<file path="config.mk">
export PLATFORM = sky130hd
export DESIGN_NAME = qpis_sequencer
export DESIGN_NICKNAME = d
export VERILOG_FILES = /design/src/design/qpis_pkg.sv /design/src/design/qpis_phase_if.sv /design/src/design/qpis_phase_gen.sv /design/src/design/qpis_sequencer.sv
export SDC_FILE = /design/constraint.sdc
export NUM_CORES = 1
export LEC_CHECK = 0
export ABC_CLOCK_PERIOD_IN_PS = 2200
export BUFFER_PORTS_ARGS = -buffer_cell sky130_fd_sc_hd__buf_2
export CAP_MARGIN = 20
export CORE_MARGIN = 2
export CORE_UTILIZATION = 30
export CTS_CLUSTER_SIZE = 28
export DETAILED_ROUTE_END_ITERATION = 12
export GPL_ROUTABILITY_DRIVEN = 0
export MAX_ROUTING_LAYER = met4
export SYNTH_ARGS = -nofsm -noshare
export SYNTH_HDL_FRONTEND = slang
export SYNTH_HIERARCHICAL = 1
export SYNTH_SLANG_ARGS = --single-unit
</file>
<file path="constraint.sdc">
create_clock -name clk -period 2.2 [get_ports clk]
set_input_delay 0.33 -clock clk [delete_from_list [all_inputs] [get_ports clk]]
set_output_delay 0.33 -clock clk [all_outputs]
set_load 0.1 [all_outputs]
</file>
<file path="src/design/qpis_pkg.sv">
// package: phase encodings, oscillator modes, widths and reset values
package qpis_pkg;
    localparam int PHASE_COUNT = 4;
    localparam logic [1:0] PHASE_FIRST = 2'h0;
    localparam logic [1:0] PHASE_LAST = 2'h3;
    localparam int PC_WIDTH = 11;
    localparam int INSTR_WIDTH = 12;
    localparam int DATA_WIDTH = 8;
    localparam int DADDR_WIDTH = 7;
    localparam logic [10:0] PC_RESET = 11'h7ff;
    localparam logic [11:0] INSTR_NOP = 12'h000;

    // oscillator select field values
    typedef enum logic [1:0] {
        QPIS_OSC_LP = 2'h0,
        QPIS_OSC_XT = 2'h1,
        QPIS_OSC_HS = 2'h2,
        QPIS_OSC_RC = 2'h3
    } qpis_osc_e;

    typedef enum logic [3:0] {
        QPIS_PH1 = 4'h1,
        QPIS_PH2 = 4'h2,
        QPIS_PH3 = 4'h4,
        QPIS_PH4 = 4'h8
    } qpis_phase_e;
endpackage

</file>
<file path="src/design/qpis_phase_if.sv">
// interface: phase strobes shared between phase generator and sequencer
`timescale 1ns/1ns
interface qpis_phase_if;
    logic phaseOne;
    logic phaseTwo;
    logic phaseThree;
    logic phaseFour;
    modport gen (output phaseOne, output phaseTwo, output phaseThree, output phaseFour);
    modport use_ (input phaseOne, input phaseTwo, input phaseThree, input phaseFour);
endinterface

</file>
<file path="src/design/qpis_phase_gen.sv">
// module: divide-by-four phase generator, one-hot state
`timescale 1ns/1ns
module qpis_phase_gen
    import qpis_pkg::*;
(
    input wire logic clk,
    input wire logic resetn,
    qpis_phase_if.gen ph
);
    qpis_phase_e phase_r;
    qpis_phase_e phase_nxt;

    // ring of four states, one per input clock
    always_comb begin
        case (phase_r)
            QPIS_PH1: phase_nxt = QPIS_PH2;
            QPIS_PH2: phase_nxt = QPIS_PH3;
            QPIS_PH3: phase_nxt = QPIS_PH4;
            QPIS_PH4: phase_nxt = QPIS_PH1;
            default: phase_nxt = QPIS_PH1;
        endcase
    end

    // reset parks at phase_one so it is the first phase after release
    always_ff @(posedge clk or negedge resetn) begin
        if (!resetn) begin
            phase_r <= QPIS_PH1;
        end else begin
            phase_r <= phase_nxt;
        end
    end

    // one-hot decode gives non-overlapping strobes
    assign ph.phaseOne = (phase_r == QPIS_PH1);
    assign ph.phaseTwo = (phase_r == QPIS_PH2);
    assign ph.phaseThree = (phase_r == QPIS_PH3);
    assign ph.phaseFour = (phase_r == QPIS_PH4);
endmodule // qpis_phase_gen

</file>
<file path="src/design/qpis_sequencer.sv">
// top: four-phase instruction cycle and fetch/execute pipeline sequencer
`timescale 1ns/1ns
module qpis_sequencer
#(
    parameter int PcWidth = qpis_pkg::PC_WIDTH,
    parameter int InstrWidth = qpis_pkg::INSTR_WIDTH
)
(
    input wire logic clk,
    input wire logic resetn,
    input wire logic [1:0] oscillatorSelectBits,
    output logic [PcWidth-1:0] progAddr,
    input wire logic [InstrWidth-1:0] progData,
    output logic [InstrWidth-1:0] instrWord,
    output logic instrValid,
    input wire logic pcLoad,
    input wire logic [PcWidth-1:0] pcTarget,
    output logic dataRead,
    output logic dataWrite,
    input wire logic execWantsWrite,
    output logic phaseOne,
    output logic phaseTwo,
    output logic phaseThree,
    output logic phaseFour,
    output logic cycleStart,
    output logic executeActive,
    output logic flushActive,
    output logic lowPowerCrystalMode,
    output logic crystalResonatorMode,
    output logic highSpeedCrystalMode,
    output logic resistorCapacitorMode
);
    import qpis_pkg::*;

    qpis_phase_if ph ();

    qpis_phase_gen u_phase (
        .clk(clk),
        .resetn(resetn),
        .ph(ph)
    );

    // local copies of the four strobes, read by every stage below
    logic phOne;
    logic phTwo;
    logic phThree;
    logic phFour;

    // unpack the shared strobes once
    assign phOne = ph.phaseOne;
    assign phTwo = ph.phaseTwo;
    assign phThree = ph.phaseThree;
    assign phFour = ph.phaseFour;

    // strobes leave the block as decoded, one cycle each
    assign phaseOne = phOne;
    assign phaseTwo = phTwo;
    assign phaseThree = phThree;
    assign phaseFour = phFour;
    // a new instruction cycle opens with phase_one
    assign cycleStart = phOne;

    // program counter and its redirect
    logic [PcWidth-1:0] pc_r;
    logic [PcWidth-1:0] pc_nxt;
    logic [PcWidth-1:0] pcStep;
    logic [PcWidth-1:0] jumpTarget_r;
    logic [PcWidth-1:0] jumpTarget_nxt;
    logic jumpPending_r;
    logic jumpPending_nxt;

    // fetch stage
    logic [InstrWidth-1:0] fetch_r;
    logic [InstrWidth-1:0] fetch_nxt;
    logic fetchValid_r;
    logic fetchValid_nxt;

    // execute stage
    logic [InstrWidth-1:0] ir_r;
    logic [InstrWidth-1:0] ir_nxt;
    logic irValid_r;
    logic irValid_nxt;

    // slot qualifiers
    logic takeJump;
    logic execSlot;
    logic readSlot;
    logic writeSlot;

    // pcLoad sampled at phase_four of an execute; redirect applies next phase_one
    // requests in other phases, or from a flushed slot, are ignored
    assign takeJump = phFour && irValid_r && pcLoad;

    assign pcStep = pc_r + PcWidth'(1);
    // redirect pc
    // the target replaces the step, so a jump never lands one word late
    assign pc_nxt = jumpPending_r ? jumpTarget_r : pcStep;

    // program counter steps once per cycle, in phase_one only
    // reset value wraps to zero on the first step
    always_ff @(posedge clk or negedge resetn) begin
        if (!resetn) begin
            pc_r <= PcWidth'(PC_RESET);
        end else if (phOne) begin
            pc_r <= pc_nxt;
        end
    end

    // jump latch, held from phase_four to the following phase_one
    // set wins over the clear, though the two never meet in one cycle
    assign jumpPending_nxt = takeJump ? 1'b1 : (phOne ? 1'b0 : jumpPending_r);
    assign jumpTarget_nxt = takeJump ? pcTarget : jumpTarget_r;

    // pending flag for the redirect
    always_ff @(posedge clk or negedge resetn) begin
        if (!resetn) begin
            jumpPending_r <= 1'b0;
        end else begin
            jumpPending_r <= jumpPending_nxt;
        end
    end

    // target kept until the phase_one that applies it
    always_ff @(posedge clk or negedge resetn) begin
        if (!resetn) begin
            jumpTarget_r <= '0;
        end else begin
            jumpTarget_r <= jumpTarget_nxt;
        end
    end

    // fetch capture
    // the word is taken only at phase_four, once the memory has settled
    assign fetch_nxt = phFour ? progData : fetch_r;
    // discard prefetch
    // a redirect seen at the same edge marks the prefetched word as dead
    assign fetchValid_nxt = phFour ? !takeJump : fetchValid_r;

    // prefetch buffer
    always_ff @(posedge clk or negedge resetn) begin
        if (!resetn) begin
            fetch_r <= InstrWidth'(INSTR_NOP);
        end else begin
            fetch_r <= fetch_nxt;
        end
    end

    // prefetch validity, empty until the first fetch completes
    always_ff @(posedge clk or negedge resetn) begin
        if (!resetn) begin
            fetchValid_r <= 1'b0;
        end else begin
            fetchValid_r <= fetchValid_nxt;
        end
    end

    // overlapped stages
    // instruction register loads at phase_one while the next fetch begins
    // a dead prefetch enters as a no-op, giving the jump its second cycle
    assign ir_nxt = phOne ? (fetchValid_r ? fetch_r : InstrWidth'(INSTR_NOP)) : ir_r;
    assign irValid_nxt = phOne ? fetchValid_r : irValid_r;

    // current instruction, stands for a whole cycle
    always_ff @(posedge clk or negedge resetn) begin
        if (!resetn) begin
            ir_r <= InstrWidth'(INSTR_NOP);
        end else begin
            ir_r <= ir_nxt;
        end
    end

    // slot validity, low in the first slot after reset and after a jump
    always_ff @(posedge clk or negedge resetn) begin
        if (!resetn) begin
            irValid_r <= 1'b0;
        end else begin
            irValid_r <= irValid_nxt;
        end
    end

    // address and instruction leave straight from flops
    assign progAddr = pc_r;
    assign instrWord = ir_r;
    assign instrValid = irValid_r;
    // flushed slot executes as a forced no-op
    assign flushActive = !irValid_r;

    assign execSlot = phTwo || phThree || phFour;
    assign executeActive = irValid_r && execSlot;

    // data phases
    // a flushed slot touches no data memory
    assign readSlot = irValid_r && phTwo;
    assign writeSlot = irValid_r && phFour;
    assign dataRead = readSlot;
    assign dataWrite = writeSlot && execWantsWrite;

    // oscillator mode
    // decode only; the analogue oscillator itself lives outside this block
    // exactly one mode output is high for any select value
    assign lowPowerCrystalMode = (oscillatorSelectBits == QPIS_OSC_LP);
    assign crystalResonatorMode = (oscillatorSelectBits == QPIS_OSC_XT);
    assign highSpeedCrystalMode = (oscillatorSelectBits == QPIS_OSC_HS);
    assign resistorCapacitorMode = (oscillatorSelectBits == QPIS_OSC_RC);
endmodule // qpis_sequencer

</file>
==> results.cfg <==
[timing]
layout_worst_path_cycle_share_pct = 94.2
slew_headroom_pct = 55.2
setup_ws_ns = 0.127
worstMarginPinSlew_ns = 0.672
fmax_mhz = 483
hold_ws_ns = 0.0185
rsz0062_at_grt = no
setup_violations = 0
period_minus_slack_ns = 2.07
fin_skew_ns = 0.0125
slew_violations = 0
hold_viol_final = 0

[clock_network]
cts_hold_buf = 0
h-tree-depth = 2
cts_buffers = 5
root_buffer = clkbuf_8
clock_latency_ns = 0.31
clockBufferDepth = 2
clk_pin_slew_ns = 0.10
cts_sinks = 53
cts_tree = yes

[floorplan]
ios = 66
die_y_um = 93.4
dieArea_sq_mm = 0.00873
coreArea_sq_mm = 0.00773
num_rows = 32
initial_utilization_pct = 31.0
die_w_um = 93.4

[logic_synthesis]
ys_seq_area_share_pct = 55.9
yosys_warnings = 6
synth-seq-cells = 53
synth_xor_area_share_pct = 0.365
synthArstFlopShare_pct = 100
syn-num-nets = 242
synth_compound_area_share_pct = 11.0
netlist_area_sq_mm = 0.00240
synth-simple-area-share_pct = 14.3
syn_avg_cell_area_sq_um = 11.3
synth_edf_count = 0
synth_ff_type = dfrtp_1
synth.mux.area_fraction_pct = 12.1
synth_cells = 212
synth_top_family_by_area = simple AND/OR/NAND/NOR gates
synth_adder_area_share_pct = 0.522
synth_cell_type_count = 40

[place]
hpwlAfterDp_um = 3800
place_inst = 375
port_buffers = 65
pre_cts_ws_ns = 0.338

[routing]
drc = 0
viasPerCell = 4.81
highest_layer = met4
drt-total-wl_um = 5290
met3_length_um = 234
vias = 1855
wl_met1_um = 2490
dr_wl_met2_um = 2520
wl_per_cell_um = 13.7
drt_iter0_drc = 56
ant_nets = 0
drtPass1Iterations = 4

[final_layout]
antennaDiodeCount = 0
post_layout_nonfiller_instances = 386
final_common_cell = buf_2
fillers = 744
syn_to_final_growth_pct = 33.4
most-common-layout-cells = 58 x buf_2, 40 x dfrtp_1, 22 x mux2_2, 17 x inv_1, 16 x o21ai_1
layout-drive-gt1-share_pct = 51.4
final_nets = 313

[pwr]
power_mw = 2.59
irDropWorstVdd_uv = 445
cellLeakagePower_nw = 1.47
p_per_area_mw_per_mm2 = 808

[worst_setup_path]
arrival_ns = 1.74
end_kind = output port
path_delay_family = simple AND/OR/NAND/NOR gates
start_kind = flop
crit_buf_inv = 1
slowest_delay_ns = 0.53
worstSetupPathType = reg2out
cp_max_fo = 8
crit_slowest_cell = dfrtp_1
worstPathCellList = nor4b_4 -> and2_4 -> clkbuf_4
worstPathRequired_ns = 1.87

[global_route]
grtUsageTotal_pct = 12.8
grt_max_degree = 27
grt_pass1_vias = 1718
grt_first_pass_wirelength_um = 8580
grt-ovfl-total = 0
antenna_found_initial = 0

[outcome]
status = finished clean

[min_path]
hp-class = in2async

[job]
maxCapViolations = 0
-- cells by family (layout without fill, tap and decap cells) --
group	Yosys count	count (layout)
AOI/OAI and AO/OA	41	41
xor gates and xnor gates	1	1
adders and majority gates	1	1
buffers and inverters	31	103
DFF	53	53
muxes	26	26
and+or+nand+nor	59	59
-- worst register-to-register path, cell delays in order (launching register included) --
cell	delay, ns
dfstp_2	0.67
nor4b_4	0.32
buf_12	0.22
nand2b_1	0.12
or4_1	0.41
nand3_1	0.10
-- path summary, 6_finish.rpt --
kind / startpoint / to / slack [ns] / cells past startpoint
min reg2reg: jumpTarget_r[8] / jumpTarget_r[8] / 0.51 / 1
max: u_phase/phase_r[2] / dataRead / 0.13 / 3
min: resetn / jumpTarget_r[9] / 0.02 / 1
max reg2reg: u_phase/phase_r[0] / progAddr[5] / 0.32 / 5
min in group clk: pcTarget[4] / jumpTarget_r[4] / 0.23 / 2
max in group asynchronous: resetn / progAddr[1] / 1.51 / 2
-- cells in the mapped netlist, drive strengths merged, types with 3 or more instances --
cell / instances / area (sq um)
clkbuf: 3 / 11.3
nand2b: 3 / 18.8
dfstp: 12 / 315
nand3: 19 / 100
nor2b: 4 / 25.0
mux2: 23 / 259
o21ai: 19 / 95.1
mux2i: 3 / 30.0
a22o: 5 / 45.0
o211ai: 4 / 30.0
inv: 17 / 63.8
nor3: 5 / 25.0
and3: 3 / 21.3
nand2: 5 / 18.8
buf: 11 / 66.3
a21oi: 3 / 15.0
dfrtp: 41 / 1030
nor2: 6 / 22.5
nor4b: 5 / 43.8
-- layout make-up --
class | instances | area (sq um) | share of cell area (%)
clock buffer | 5 | 68.8 | 2.15
multi-input combinational | 128 | 1060 | 33.2
sequential | 53 | 1340 | 41.9
inverter | 17 | 63.8 | 1.99
clock inverter | 3 | 21.3 | 0.665
tap | 102 | 128 | 3.99
timing repair buffer | 78 | 515 | 16.1
-- metrics by stage --
stage	util [%]	TNS (ns)	instance area (sq um)
4_1_cts	41.1	0	3170
2_1_floorplan	-	-19.93	2580
3_5_place_dp	39.9	0	3080
5_1_grt	41.4	0	3200
3_3_place_gp	39.9	0	3080
6_report	41.4	0	3200
-- sequential cells by signal, indices dropped and copies added (netlist names) --
signal and count:
instrWord 12, fetch_r 12, progAddr 11, fetchValid_r 1
jumpPending_r 1, instrValid 1, u_phase/phase_r 4, jumpTarget_r 11
-- routing by layer --
metal / vias up / GRT usage, %
li1: 897 / -
met1: 904 / 17.3
met2: 49 / 19.8
met3: 5 / 2.58
met4: 0 / 3.31
met5: - / -
-- where the power goes --
| group | total, mW | switching (mW) | internal [mW] |
|---|---|---|---|
| clock | 0.561 | 0.333 | 0.227 |
| sequential | 1.22 | 0.115 | 1.11 |
| combinational | 0.801 | 0.613 | 0.187 |
| total | 2.59 | 1.06 | 1.52 |
-- timing repair --
action / in CTS / in global routing
setup endpoints to repair: 0 / 3
gates resized for setup: 0 / 2
buffers inserted: 0 / 3
(Power assumes the default switching activity.)
